--- config.mk ---
export PLATFORM = sky130hd
export DESIGN_NAME = ssu_core
export DESIGN_NICKNAME = d
export VERILOG_FILES = /design/src/inc/ssu_pkg.sv /design/src/logic/ssu_core.sv
export SDC_FILE = /design/constraint.sdc
export NUM_CORES = 1
export LEC_CHECK = 0
export ABC_AREA = 1
export BUFFER_PORTS_ARGS = -buffer_cell sky130_fd_sc_hd__buf_2
export CAP_MARGIN = 40
export CORE_MARGIN = 2
export CORE_UTILIZATION = 29
export CTS_BUF_LIST = sky130_fd_sc_hd__clkbuf_8
export CTS_CLUSTER_DIAMETER = 40
export DETAILED_ROUTE_END_ITERATION = 8
export PLACE_DENSITY_LB_ADDON = 0.2
export SLEW_MARGIN = 20
export SYNTH_ARGS = -nofsm -noshare
export SYNTH_HDL_FRONTEND = slang
export SYNTH_SLANG_ARGS = --single-unit
--- constraint.sdc ---
create_clock -name clk_sys -period 3.8 [get_ports clk_sys]
set_input_delay 0.19 -clock clk_sys [delete_from_list [all_inputs] [get_ports clk_sys]]
set_output_delay 0.19 -clock clk_sys [all_outputs]
set_load 0.05 [all_outputs]
--- src/inc/ssu_pkg.sv ---
// Purpose: Shared constants and types for the serial shift unit
// Assumes: System clock 40 MHz; pins sampled through two flops
// Notes: Control bits are plain ports, no register bus
// Notes on behaviour
// - Output pin fed by transparent latch of MSB
// - Serial input always from serial input pin
// - Four-bit counter CPU readable, writable, overflow request
// - Shift register and counter share one tick, except with the pin clock
// - External clock counts both pin edges
// - Clock from pin, timer match or strobe
// - Two-wire: start interrupt, clock held for waits
// - Three-wire behaves as SPI modes 0/1
// - Eight clocks exchange bytes; overflow marks done
// - Toggle strobe toggles shift clock pin
// - Edge select picks sampling and shifting edges
// - Load data and clear counter before transfer
// - Sixteen external edges overflow, wake from idle
// - Two-wire follows I2C, no filtering or slew
// - Only master clocks, only slave stretches
// - Data falling while clock high sets start
// - Start holds clock low until flag cleared
// - Two-wire slave samples data on clock rise
// - Overflow forces clock low until released
// - Preset fourteen gives overflow after acknowledge
// - Data line low if MSB or port zero
// - Start flag cleared only by writing one
// - Overflow flag set on wrap 15 to 0
// - CPU write beats simultaneous shift
// - Stop detection sets non-interrupt stop flag
package ssu_pkg;
    // Widths and positions
    localparam int SSU_DATA_W = 8;
    localparam int SSU_CNT_W = 4;
    localparam int SSU_MSB = 7;
    localparam int SSU_FIFO_DEPTH = 4;
    // Reset values
    localparam logic [7:0] SSU_DATA_RST = 8'h00;
    localparam logic [3:0] SSU_CNT_RST = 4'h0;
    localparam logic [3:0] SSU_CNT_MAX = 4'hF;
    // Wire modes
    typedef enum logic [1:0] {
        SSU_WM_OFF = 2'h0,
        SSU_WM_THREE = 2'h1,
        SSU_WM_TWO = 2'h2,
        SSU_WM_TWO_HOLD = 2'h3
    } ssu_wire_mode_t;
    // Control bundle from the CPU side
    typedef struct packed {
        ssu_wire_mode_t wire_mode;
        logic external_clock_select;
        logic clock_edge_select;
        logic software_clock_strobe;
        logic clock_toggle_strobe;
    } ssu_ctrl_t;
    // Flag bundle shown to the CPU
    typedef struct packed {
        logic start_condition_flag;
        logic counter_overflow_flag;
        logic stop_condition_flag;
        logic collision;
    } ssu_flags_t;
endpackage : ssu_pkg

--- src/logic/ssu_core.sv ---
// Purpose: Serial shift unit with counter, output latch and two-wire clock control
// Assumes: Pins arrive asynchronously and are synchronised on clk_sys
// Notes: Received bytes also pushed into a small FIFO for the CPU
`timescale 1ns/1ps
`default_nettype none

// Small flop FIFO with valid/ready on both sides
module ssu_fifo #(
    parameter int WIDTH = 8,
    parameter int DEPTH = 4
) (
    input wire logic clk_sys,
    input wire logic rst_n,
    input wire logic in_valid,
    output logic in_ready,
    input wire logic [WIDTH-1:0] in_data,
    output logic out_valid,
    input wire logic out_ready,
    output logic [WIDTH-1:0] out_data
);
    localparam int AW = $clog2(DEPTH);
    logic [WIDTH-1:0] mem [DEPTH];  // Storage flops
    logic [AW-1:0] wr_ptr;          // Write index
    logic [AW-1:0] rd_ptr;          // Read index
    logic [AW:0] level;             // Words held
    logic push;
    logic pop;
    assign push = in_valid && in_ready;
    assign pop = out_valid && out_ready;
    // Accept only while below depth; a full FIFO refuses the word
    assign in_ready = (level < (AW+1)'(DEPTH));
    assign out_valid = (level != '0);
    assign out_data = mem[rd_ptr];
    // Storage writes
    always_ff @(posedge clk_sys) begin
        if (push) begin
            mem[wr_ptr] <= in_data;
        end
    end
    // Pointers and fill level
    always_ff @(posedge clk_sys or negedge rst_n) begin
        if (!rst_n) begin
            wr_ptr <= '0;
            rd_ptr <= '0;
            level <= '0;
        end else begin
            if (push) begin
                wr_ptr <= (wr_ptr == AW'(DEPTH - 1)) ? '0 : wr_ptr + 1'b1;
            end
            if (pop) begin
                rd_ptr <= (rd_ptr == AW'(DEPTH - 1)) ? '0 : rd_ptr + 1'b1;
            end
            level <= level + (AW+1)'(push) - (AW+1)'(pop);
        end
    end
endmodule : ssu_fifo

module ssu_core
    import ssu_pkg::*;
(
    input wire logic clk_sys,
    input wire logic rst_n,
    // CPU control
    input wire ssu_ctrl_t ctrl,
    input wire logic timer_match,
    input wire logic data_wr,
    input wire logic [7:0] data_wdata,
    input wire logic cnt_wr,
    input wire logic [3:0] cnt_wdata,
    input wire logic clr_start,
    input wire logic clr_overflow,
    input wire logic clr_stop,
    input wire logic port_data_out,
    input wire logic port_clock_out,
    // CPU status
    output logic [7:0] shift_register,
    output logic [3:0] count,
    output ssu_flags_t flags,
    output logic irq_start,
    output logic irq_overflow,
    output logic wake_idle,
    // Received byte stream
    output logic rx_valid,
    input wire logic rx_ready,
    output logic [7:0] rx_data,
    output logic rx_overrun,
    // Pins
    input wire logic serial_in_pin,
    input wire logic shift_clock_pin_in,
    output logic data_out_pin,
    output logic sda_out,
    output logic sda_oe,
    output logic shift_clock_pin_out,
    output logic scl_out,
    output logic scl_oe
);
    // Synchroniser stages
    logic [1:0] di_sync;
    logic [1:0] ck_sync;
    logic di_s;             // Synchronised data line
    logic ck_s;             // Synchronised clock line
    logic di_d;             // Delayed copy for edges
    logic ck_d;
    logic ck_rise;
    logic ck_fall;
    logic di_fall;
    logic di_rise;
    logic two_wire;
    logic shift_tick;       // Selected shift clock
    logic cnt_tick;         // Selected counter clock
    logic out_latch;        // Output latch of MSB
    logic latch_open;
    logic start_hold;       // Stretch after start
    logic ovf_hold;         // Stretch after overflow
    logic clk_toggle;       // Software driven clock level
    logic [3:0] next_count;
    logic wrap;
    logic byte_done;        // Byte complete, pushed one cycle after wrap
    logic fifo_in_ready;
    logic fifo_out_valid;
    logic [7:0] fifo_out_data;

    assign two_wire = ctrl.wire_mode[1];
    assign di_s = di_sync[1];
    assign ck_s = ck_sync[1];
    assign ck_rise = ck_s && !ck_d;
    assign ck_fall = !ck_s && ck_d;
    assign di_fall = !di_s && di_d;
    assign di_rise = di_s && !di_d;

    // Two-flop synchronisers on the pins
    // Reset high so an idle two-wire line shows no edge
    always_ff @(posedge clk_sys or negedge rst_n) begin
        if (!rst_n) begin
            di_sync <= 2'h3;
            ck_sync <= 2'h3;
            di_d <= 1'b1;
            ck_d <= 1'b1;
        end else begin
            di_sync <= {di_sync[0], serial_in_pin};
            ck_sync <= {ck_sync[0], shift_clock_pin_in};
            di_d <= di_s;
            ck_d <= ck_s;
        end
    end

    // Clock source selection
    // Pin edges, timer event or software strobe drive the shift tick and the counter tick; with the pin clock they differ
    always_comb begin
        shift_tick = 1'b0;
        cnt_tick = 1'b0;
        if (ctrl.external_clock_select) begin
            // Edge select 0 samples on rise, 1 on fall
            shift_tick = ctrl.clock_edge_select ? ck_fall : ck_rise;
            cnt_tick = ck_rise || ck_fall || (ctrl.software_clock_strobe && ctrl.clock_toggle_strobe);
        end else if (ctrl.clock_edge_select) begin
            shift_tick = timer_match;
            cnt_tick = timer_match;
        end else begin
            shift_tick = ctrl.software_clock_strobe;
            cnt_tick = ctrl.software_clock_strobe;
        end
    end

    // Shift register, CPU write wins over shift
    // Left shift, new bit enters at bit 0
    always_ff @(posedge clk_sys or negedge rst_n) begin
        if (!rst_n) begin
            shift_register <= SSU_DATA_RST;
        end else if (data_wr) begin
            shift_register <= data_wdata;
        end else if (shift_tick) begin
            shift_register <= {shift_register[SSU_MSB-1:0], di_s};
        end
    end

    // Counter, CPU access wins
    // Wrap seen only on a real tick at the top count
    assign wrap = cnt_tick && (count == SSU_CNT_MAX);
    always_comb begin
        next_count = count;
        if (cnt_wr) begin
            next_count = cnt_wdata;
        end else if (cnt_tick) begin
            next_count = count + 4'h1;
        end
    end
    always_ff @(posedge clk_sys or negedge rst_n) begin
        if (!rst_n) begin
            count <= SSU_CNT_RST;
        end else begin
            count <= next_count;
        end
    end

    // Output latch: open in first half with external clock
    // Closed in the sampling half so the output moves on the other edge
    assign latch_open = !ctrl.external_clock_select || (ck_s == ctrl.clock_edge_select);
    always_ff @(posedge clk_sys or negedge rst_n) begin
        if (!rst_n) begin
            out_latch <= 1'b0;
        end else if (latch_open) begin
            out_latch <= shift_register[SSU_MSB];
        end
    end

    // Flags; set wins over clear
    always_ff @(posedge clk_sys or negedge rst_n) begin
        if (!rst_n) begin
            flags <= '0;
        end else begin
            if (two_wire && ck_s && di_fall) begin
                flags.start_condition_flag <= 1'b1;
            end else if (clr_start) begin
                flags.start_condition_flag <= 1'b0;
            end
            if (!cnt_wr && wrap) begin
                flags.counter_overflow_flag <= 1'b1;
            end else if (clr_overflow) begin
                flags.counter_overflow_flag <= 1'b0;
            end
            if (two_wire && ck_s && di_rise) begin
                flags.stop_condition_flag <= 1'b1;
            end else if (clr_stop) begin
                flags.stop_condition_flag <= 1'b0;
            end
            flags.collision <= two_wire && (shift_register[SSU_MSB] != di_s);
        end
    end

    // Interrupt requests and wake
    // Level requests follow the flags one cycle later
    always_ff @(posedge clk_sys or negedge rst_n) begin
        if (!rst_n) begin
            irq_start <= 1'b0;
            irq_overflow <= 1'b0;
            wake_idle <= 1'b0;
        end else begin
            irq_start <= flags.start_condition_flag;
            irq_overflow <= flags.counter_overflow_flag;
            wake_idle <= flags.counter_overflow_flag;
        end
    end

    // Clock stretching holds, slave side only
    // Start hold begins at the master's first falling clock edge
    always_ff @(posedge clk_sys or negedge rst_n) begin
        if (!rst_n) begin
            start_hold <= 1'b0;
            ovf_hold <= 1'b0;
        end else begin
            if (!two_wire || clr_start) begin
                start_hold <= 1'b0;
            end else if (flags.start_condition_flag && ck_fall) begin
                start_hold <= 1'b1;
            end
            if (ctrl.wire_mode != SSU_WM_TWO_HOLD) begin
                ovf_hold <= 1'b0;
            end else if (!cnt_wr && wrap) begin
                ovf_hold <= 1'b1;
            end else if (clr_overflow) begin
                // Release only when no new overflow arrives, like the flag
                ovf_hold <= 1'b0;
            end
        end
    end

    // Software toggled clock level
    // Each toggle strobe flips the clock level once
    always_ff @(posedge clk_sys or negedge rst_n) begin
        if (!rst_n) begin
            clk_toggle <= 1'b0;
        end else if (ctrl.clock_toggle_strobe) begin
            clk_toggle <= !clk_toggle;
        end
    end

    // Pin drivers; two-wire lines are open drain, no filtering
    // Port bit XOR toggle level high releases the clock line, low pulls it
    always_ff @(posedge clk_sys or negedge rst_n) begin
        if (!rst_n) begin
            data_out_pin <= 1'b0;
            sda_out <= 1'b0;
            sda_oe <= 1'b0;
            shift_clock_pin_out <= 1'b0;
            scl_out <= 1'b0;
            scl_oe <= 1'b0;
        end else begin
            data_out_pin <= out_latch;
            sda_out <= 1'b0;
            sda_oe <= two_wire && !(out_latch && port_data_out);
            shift_clock_pin_out <= port_clock_out ^ clk_toggle;
            scl_out <= 1'b0;
            scl_oe <= two_wire && (start_hold || ovf_hold || !(port_clock_out ^ clk_toggle));
        end
    end

    // Byte complete: the last shift has landed one cycle after the wrap
    always_ff @(posedge clk_sys or negedge rst_n) begin
        if (!rst_n) begin
            byte_done <= 1'b0;
        end else begin
            byte_done <= !cnt_wr && wrap;
        end
    end

    // Completed bytes buffered for the CPU
    ssu_fifo #(.WIDTH(SSU_DATA_W), .DEPTH(SSU_FIFO_DEPTH)) u_fifo (
        .clk_sys(clk_sys),
        .rst_n(rst_n),
        .in_valid(byte_done),
        .in_ready(fifo_in_ready),
        .in_data(shift_register),
        .out_valid(fifo_out_valid),
        .out_ready(rx_valid && rx_ready),
        .out_data(fifo_out_data)
    );
    // Output stage mirrors the head; a taken word blanks valid for one cycle
    always_ff @(posedge clk_sys or negedge rst_n) begin
        if (!rst_n) begin
            rx_valid <= 1'b0;
            rx_data <= SSU_DATA_RST;
            rx_overrun <= 1'b0;
        end else begin
            rx_valid <= fifo_out_valid && !(rx_valid && rx_ready);
            rx_data <= fifo_out_data;
            rx_overrun <= byte_done && !fifo_in_ready;
        end
    end

    // Checks
    a_cpu_write_wins: assert property (@(posedge clk_sys) disable iff (!rst_n)
        data_wr |=> shift_register == $past(data_wdata))
        else $error("shift register lost CPU write");
    a_wrap_sets_ovf: assert property (@(posedge clk_sys) disable iff (!rst_n)
        (wrap && !cnt_wr) |=> flags.counter_overflow_flag && count == 4'h0)
        else $error("overflow flag not set on wrap");
    a_start_sets_flag: assert property (@(posedge clk_sys) disable iff (!rst_n)
        (two_wire && ck_s && di_fall) |=> flags.start_condition_flag)
        else $error("start not flagged");
    a_start_flag_sticky: assert property (@(posedge clk_sys) disable iff (!rst_n)
        (flags.start_condition_flag && !clr_start) |=> flags.start_condition_flag)
        else $error("start flag cleared without write");
    a_ext_both_edges: assert property (@(posedge clk_sys) disable iff (!rst_n)
        (ctrl.external_clock_select && ck_fall && !cnt_wr) |=> count == $past(count) + 4'h1)
        else $error("falling edge not counted");
    a_shift_takes_di: assert property (@(posedge clk_sys) disable iff (!rst_n)
        (shift_tick && !data_wr) |=> shift_register[0] == $past(di_s))
        else $error("shift did not take input");
    a_sda_pull_low: assert property (@(posedge clk_sys) disable iff (!rst_n)
        (two_wire && !port_data_out) |=> sda_oe)
        else $error("data line not pulled low");
    a_ovf_hold_scl: assert property (@(posedge clk_sys) disable iff (!rst_n)
        ovf_hold |=> scl_oe)
        else $error("clock not held after overflow");
    a_sixteen_edges: assert property (@(posedge clk_sys) disable iff (!rst_n)
        (count == 4'hF && cnt_tick && !cnt_wr) |=> ##1 irq_overflow)
        else $error("no overflow request");
    a_stop_sets_flag: assert property (@(posedge clk_sys) disable iff (!rst_n)
        (two_wire && ck_s && di_rise) |=> flags.stop_condition_flag)
        else $error("stop not flagged");
    a_start_hold_scl: assert property (@(posedge clk_sys) disable iff (!rst_n)
        (start_hold && two_wire) |=> scl_oe)
        else $error("clock not held after start");
    a_toggle_flips: assert property (@(posedge clk_sys) disable iff (!rst_n)
        ctrl.clock_toggle_strobe |=> clk_toggle != $past(clk_toggle))
        else $error("toggle strobe did not flip clock level");
    a_cnt_write_wins: assert property (@(posedge clk_sys) disable iff (!rst_n)
        cnt_wr |=> count == $past(cnt_wdata))
        else $error("counter lost CPU write");
    // Covers for the main scenarios
    c_start_seen: cover property (@(posedge clk_sys) disable iff (!rst_n) flags.start_condition_flag);
    c_byte_done: cover property (@(posedge clk_sys) disable iff (!rst_n) rx_valid && rx_ready);
    c_stretch: cover property (@(posedge clk_sys) disable iff (!rst_n) start_hold ##[1:50] ovf_hold);
    c_spi_byte: cover property (@(posedge clk_sys) disable iff (!rst_n) ctrl.external_clock_select && !two_wire && wrap);
    c_overrun: cover property (@(posedge clk_sys) disable iff (!rst_n) rx_overrun);
endmodule : ssu_core

`default_nettype wire

* Word level (Yosys, flattened, before mapping)
Memories as Yosys holds them, arrays and structs flattened. A register that Yosys moved wholly into a read port is not among the register bits.
Cells that the tools add are included.
** Storage, ports and cells
- Bits in registers :: 42
- RAM bits :: 32
- Input port bits :: 31
- Output and inout port bits :: 35
- Logic and storage cells :: 108
- Memories kept :: 1
** Operators by class
- Add/sub/neg operators :: 5
- $lt $le $gt $ge :: 1
- Equality and inequality tests :: 6
- Muxes and demuxes :: 21
- Bitwise gates (word level) :: 1
- Reductions and logical operators :: 47
** Memory list
- u_fifo.mem :: depth 4, bits a word 8, rd ports 1, clocked after Yosys merged registers in 1, write ports 1, RTL line ssu_core.sv:22 : logic [WIDTH-1:0] mem [DEPTH];
** Operators by type and width (number)
- $logic_and A1 B1 Y1 :: 20
- $mux W8 :: 2
- $mux W1 :: 15
- $logic_not A1 Y1 :: 13
- $reduce_bool A2 Y1 :: 6
- $mux W4 :: 2
- $logic_or A1 B1 Y1 :: 6
- $reduce_bool A3 Y1 :: 2
- $add A2 B1 Y2 const B :: 2
- $add A4 B1 Y4 const B :: 1
- $eq A2 B2 Y1 const B :: 2
- $eq A4 B4 Y1 const B :: 1
- $mux W2 :: 2
- $add A3 B1 Y3 :: 1
- $lt A3 B3 Y1 const B :: 1
- $sub A3 B1 Y3 :: 1
- $ne A2 B2 Y1 const B :: 1
- $eq A1 B1 Y1 :: 1
- $ne A1 B1 Y1 :: 1
- $xor A1 B1 Y1 :: 1

* Depth between registers and ports, before layout
- Word-level depth :: 9
- Gate-level depth with buffers :: 11
- Depth with buffers taken out :: 11

* Cells and area by module
Synthesis repeated with hierarchy kept, for this count alone.
** Second synthesis, totals
- Cells, all modules :: 337
- Area, all modules :: 3537.1 sq um
** Modules (own cells, without submodules)
- ssu_core :: times used 1, cells an instance 191, area each 1801.7 sq um, seq. area each 1083.5 sq um
- ssu_fifo :: times used 1, cells an instance 146, area each 1735.4 sq um, seq. area each 1136.1 sq um

* Worst setup path after synthesis
Ideal clock, no wire load.
- Kind :: flip-flop to flip-flop
- Start point :: reg rx_valid
- End point :: reg u_fifo.level[2]
- Library setup time :: 0.129 ns
- Data arrival time :: 1.994 ns
- Data required time :: 3.671 ns
- Slack :: 1.677 ns
- Stages on the path, launching flop included :: 12
- Buffers on the path :: 0
- Period minus slack after synthesis :: 2.123 ns
- Cell sequence :: dfrtp_1 nand2_1 inv_1 nand2_1 inv_1 ha_1 inv_1 ha_1 inv_1 fa_1 xnor2_1 xor2_1
** On the way
- Longest elaborated chain between the ends :: 3
** RTL lines
- start: declaration :: RTL line ssu_core.sv:83 : output logic rx_valid,
- start signal: assignment :: RTL line ssu_core.sv:325 : rx_valid <= fifo_out_valid && !(rx_valid && rx_ready);
- $logic_and A1 B1 Y1 :: RTL line ssu_core.sv:315 : .out_ready(rx_valid && rx_ready),
- $logic_and A1 B1 Y1 :: RTL line ssu_core.sv:29 : assign pop = out_valid && out_ready;
- named net u_fifo.pop :: RTL line ssu_core.sv:27 : logic pop;
- $sub A3 B1 Y3 :: RTL line ssu_core.sv:53 : level <= level + (AW+1)'(push) - (AW+1)'(pop);
- end signal: assignment :: RTL line ssu_core.sv:53
- end: declaration :: RTL line ssu_core.sv:25 : logic [AW:0] level;
The timed path passes the listed nets, and every way through them passes these cells.
A chain may end at the register's enable or synchronous reset.

* Worst setup path after layout
- Start point :: reg u_fifo.level[1]
- End point :: reg u_fifo.level[2]
** On the way
- Elaborated cells on any way between the ends :: 6
- Those cells by class :: add/sub: 2; order compare: 1; reduce/logical: 3
** RTL lines
- $reduce_bool A3 Y1 :: RTL line ssu_core.sv:32 : assign out_valid = (level != '0);
- $logic_and A1 B1 Y1 :: RTL line ssu_core.sv:29
- named net u_fifo.pop :: RTL line ssu_core.sv:27
- $sub A3 B1 Y3 :: RTL line ssu_core.sv:53
The timed path passes the listed nets, and every way through them passes these cells.

==> metrics.txt <==
CTS Sinks=82; Starting Density=29.74%; Required @ worst endpoint=4.08 ns; nets=432; fin crit share=55.98%; Final Critical Period=2.127 ns; flops & latches, synth=82; WHS Path Cells=2; area grow syn2layout=21.63%; CTS tree=yes; Worst-Skew Late Latency=0.35 ns; commonest non-fill, non-tap cell in the layout=nand2_1; most frequent cells in the layout=82 x nand2_1, 63 x buf_2, 44 x dfrtp_1; gp weighted congestion=0.7665; total gr overflow=0; wire length on met2=around 3.3 mm; floorplan row count=39; Post-synth ARST share=60.98%; core area=~0.011 mm²; initial antenna violation count=0; die area=between 0.01 and 0.015 mm²; final slew viol count=0; synthesized cell area=0.003396 mm²; Die Height=112.2 µm; RSZ-0062 raised after global routing=no; CTS root buf=clkbuf_8; clock tree buffer depth=2; metal3 WL=between 300 and 400 µm; Post-Syn Instances=314; Slew HR=50.52%; H-tree depth=3; dominant synthesized flop cell=dfrtp_1; ANT nets after route=0; clock skew=0.01014 ns; Startpoint Class=flip-flop; worst setup path category=reg2reg; pre-CTS WS=1.669 ns; Worst Hold Class=in2reg; worst path arrival time=2.41 ns; maximum clock rate=470.1 MHz; GRT Total Usage=11.60%; port bufs=between 60 and 70; syn avg cell area=10.81 µm²; Avg WL per Cell=13.13 µm; DRT Pass-1 Iters=4; DR vias=2305; sequential area share after synthesis=about 65%; diode count=0; worst setup margin=about 1.7 ns; Avg Vias per Cell=4.284; Ys Warns=0; CTS Buf Count=9; Final Util=36.17%; Die W=about 110 µm; clk slew on worst S/H paths=approximately 0.09 ns; Max Used Layer=met4; status=finished, final reports clean; setup bufs post-CTS=0; CP Max Fanout=3; share of layout cells above drive strength 1=25.32%; Ports=66; wirelength, routed=7.062 mm; DRT iter0 DRCs=72; EDFF count, synth=32; Netlist cell types=27; r2r worst-path depth=11; number of global-route vias before repair=2241; DRC Markers=0; DP HPWL=between 4 and 5 mm; Hold WS=0.02575 ns; fill count=1191; crit end category=flip-flop; Max IR drop VDD=0.0003399 V; first-pass GRT wire length=11.56 mm; largest net degree at the start of global routing=33; Power Dens Cells=636.6 mW/mm²; Fin. Hold Viols=0; Leak=1.978 nW; Final setup violation count=0; M1 wire length=around 3.4 mm; actual slew at the worst max-slew pin=0.7395 ns; max_cap viols=0; Setup TNS=0 ns
## final timing paths
kind	startpoint	slack [ns]	end
max in group asynchronous	rst_n	2.87	di_d
min in group asynchronous	rst_n	0.18	u_fifo.level[1]
max reg2reg	u_fifo.level[1]	1.67	u_fifo.level[2]
max	u_fifo.level[1]	1.67	u_fifo.level[2]
min reg2reg	ck_sync[0]	0.36	ck_sync[1]
min	clr_stop	0.03	flags[1]
## critical path, stage by stage (launching register included)
cell	delay (ns)
dfrtp_1	0.43
nor2_1	0.15
nand2_1	0.06
nand2_1	0.10
inv_1	0.08
ha_1	0.29
inv_1	0.06
ha_1	0.13
inv_1	0.05
fa_1	0.37
xnor2_1	0.19
xor2_1	0.15
## cell usage after synthesis (3+ instances only)
master	number	share of area, %
edfxtp_1	32	28
a21oi_1	6	0.88
nand2_1	82	9.1
buf_4	5	1.1
inv_2	3	0.33
nand4_1	9	1.7
nor2_1	25	2.8
inv_1	34	3.8
o21ai_0	25	3.7
xor2_1	3	0.77
nand3_1	4	0.59
ha_1	10	3.7
dfstp_2	6	4.6
o22ai_1	9	1.7
dfrtp_1	44	32
## per-stage QoR
step / cells / area (µm²) / power (mW)
2_1_floorplan: 315 / 3400 / 1.786
3_3_place_gp: 513 / 3831 / 1.983
3_5_place_dp: 513 / 3831 / 1.997
4_1_cts: 533 / 4078 / 2.666
5_1_grt: 538 / 4130 / 2.792
6_report: 538 / 4130 / 2.629
## flip-flops by register name (all words and copies together) (netlist names), 2 cells and up
register        count
u_fifo.mem         32
count               4
shift_register      8
u_fifo.level        3
di_sync             2
u_fifo.wr_ptr       2
ck_sync             2
flags               4
u_fifo.rd_ptr       2
rx_data             8
## layout make-up
type | count | area (µm²) | share of cell area (%)
inverters | 37 | 138.9 | 3.363
flip-flops and latches | 82 | 2220 | 53.74
repair buffers | 73 | 415.4 | 10.06
well taps | 143 | 178.9 | 4.332
clock buffers | 9 | 123.9 | 2.999
multi-input cells | 187 | 970.9 | 23.51
clock inverters | 7 | 82.58 | 1.999
## metal layers
layer  up-vias  track usage (%)
met5         -                0
met4         0            2.439
met3         4            3.618
met2        56            18.51
met1      1070            15.71
li1       1175                -
## repair_timing
item	in CTS	in global routing
hold buffers	4	1
endpoints found under the hold margin	34	1
resized for setup	0	0
## cell families (layout without fill, tap and decap cells)
kind of cell             count (synthesis)  in the layout  share of synthesized area (%)
AO/OA/AOI/OAI                           42             42                          6.743
AND/OR/NAND/NOR                        128            128                          16.32
other                                    1              2                         0.1104
flip-flops                              82             82                          65.36
XOR/XNOR                                 4              4                          1.032
buffers and inverters                   46            126                          6.153
adder cells (fa/ha/maj)                 11             11                          4.274
## report_power, final
group | total [mW] | switching, mW | internal [mW]
clock | 0.655 | 0.340 | 0.315
combinational | 0.789 | 0.578 | 0.211
sequential | 1.18 | 0.124 | 1.06
total | 2.63 | 1.04 | 1.59
Note: power is estimated with default switching activity, not from simulation.
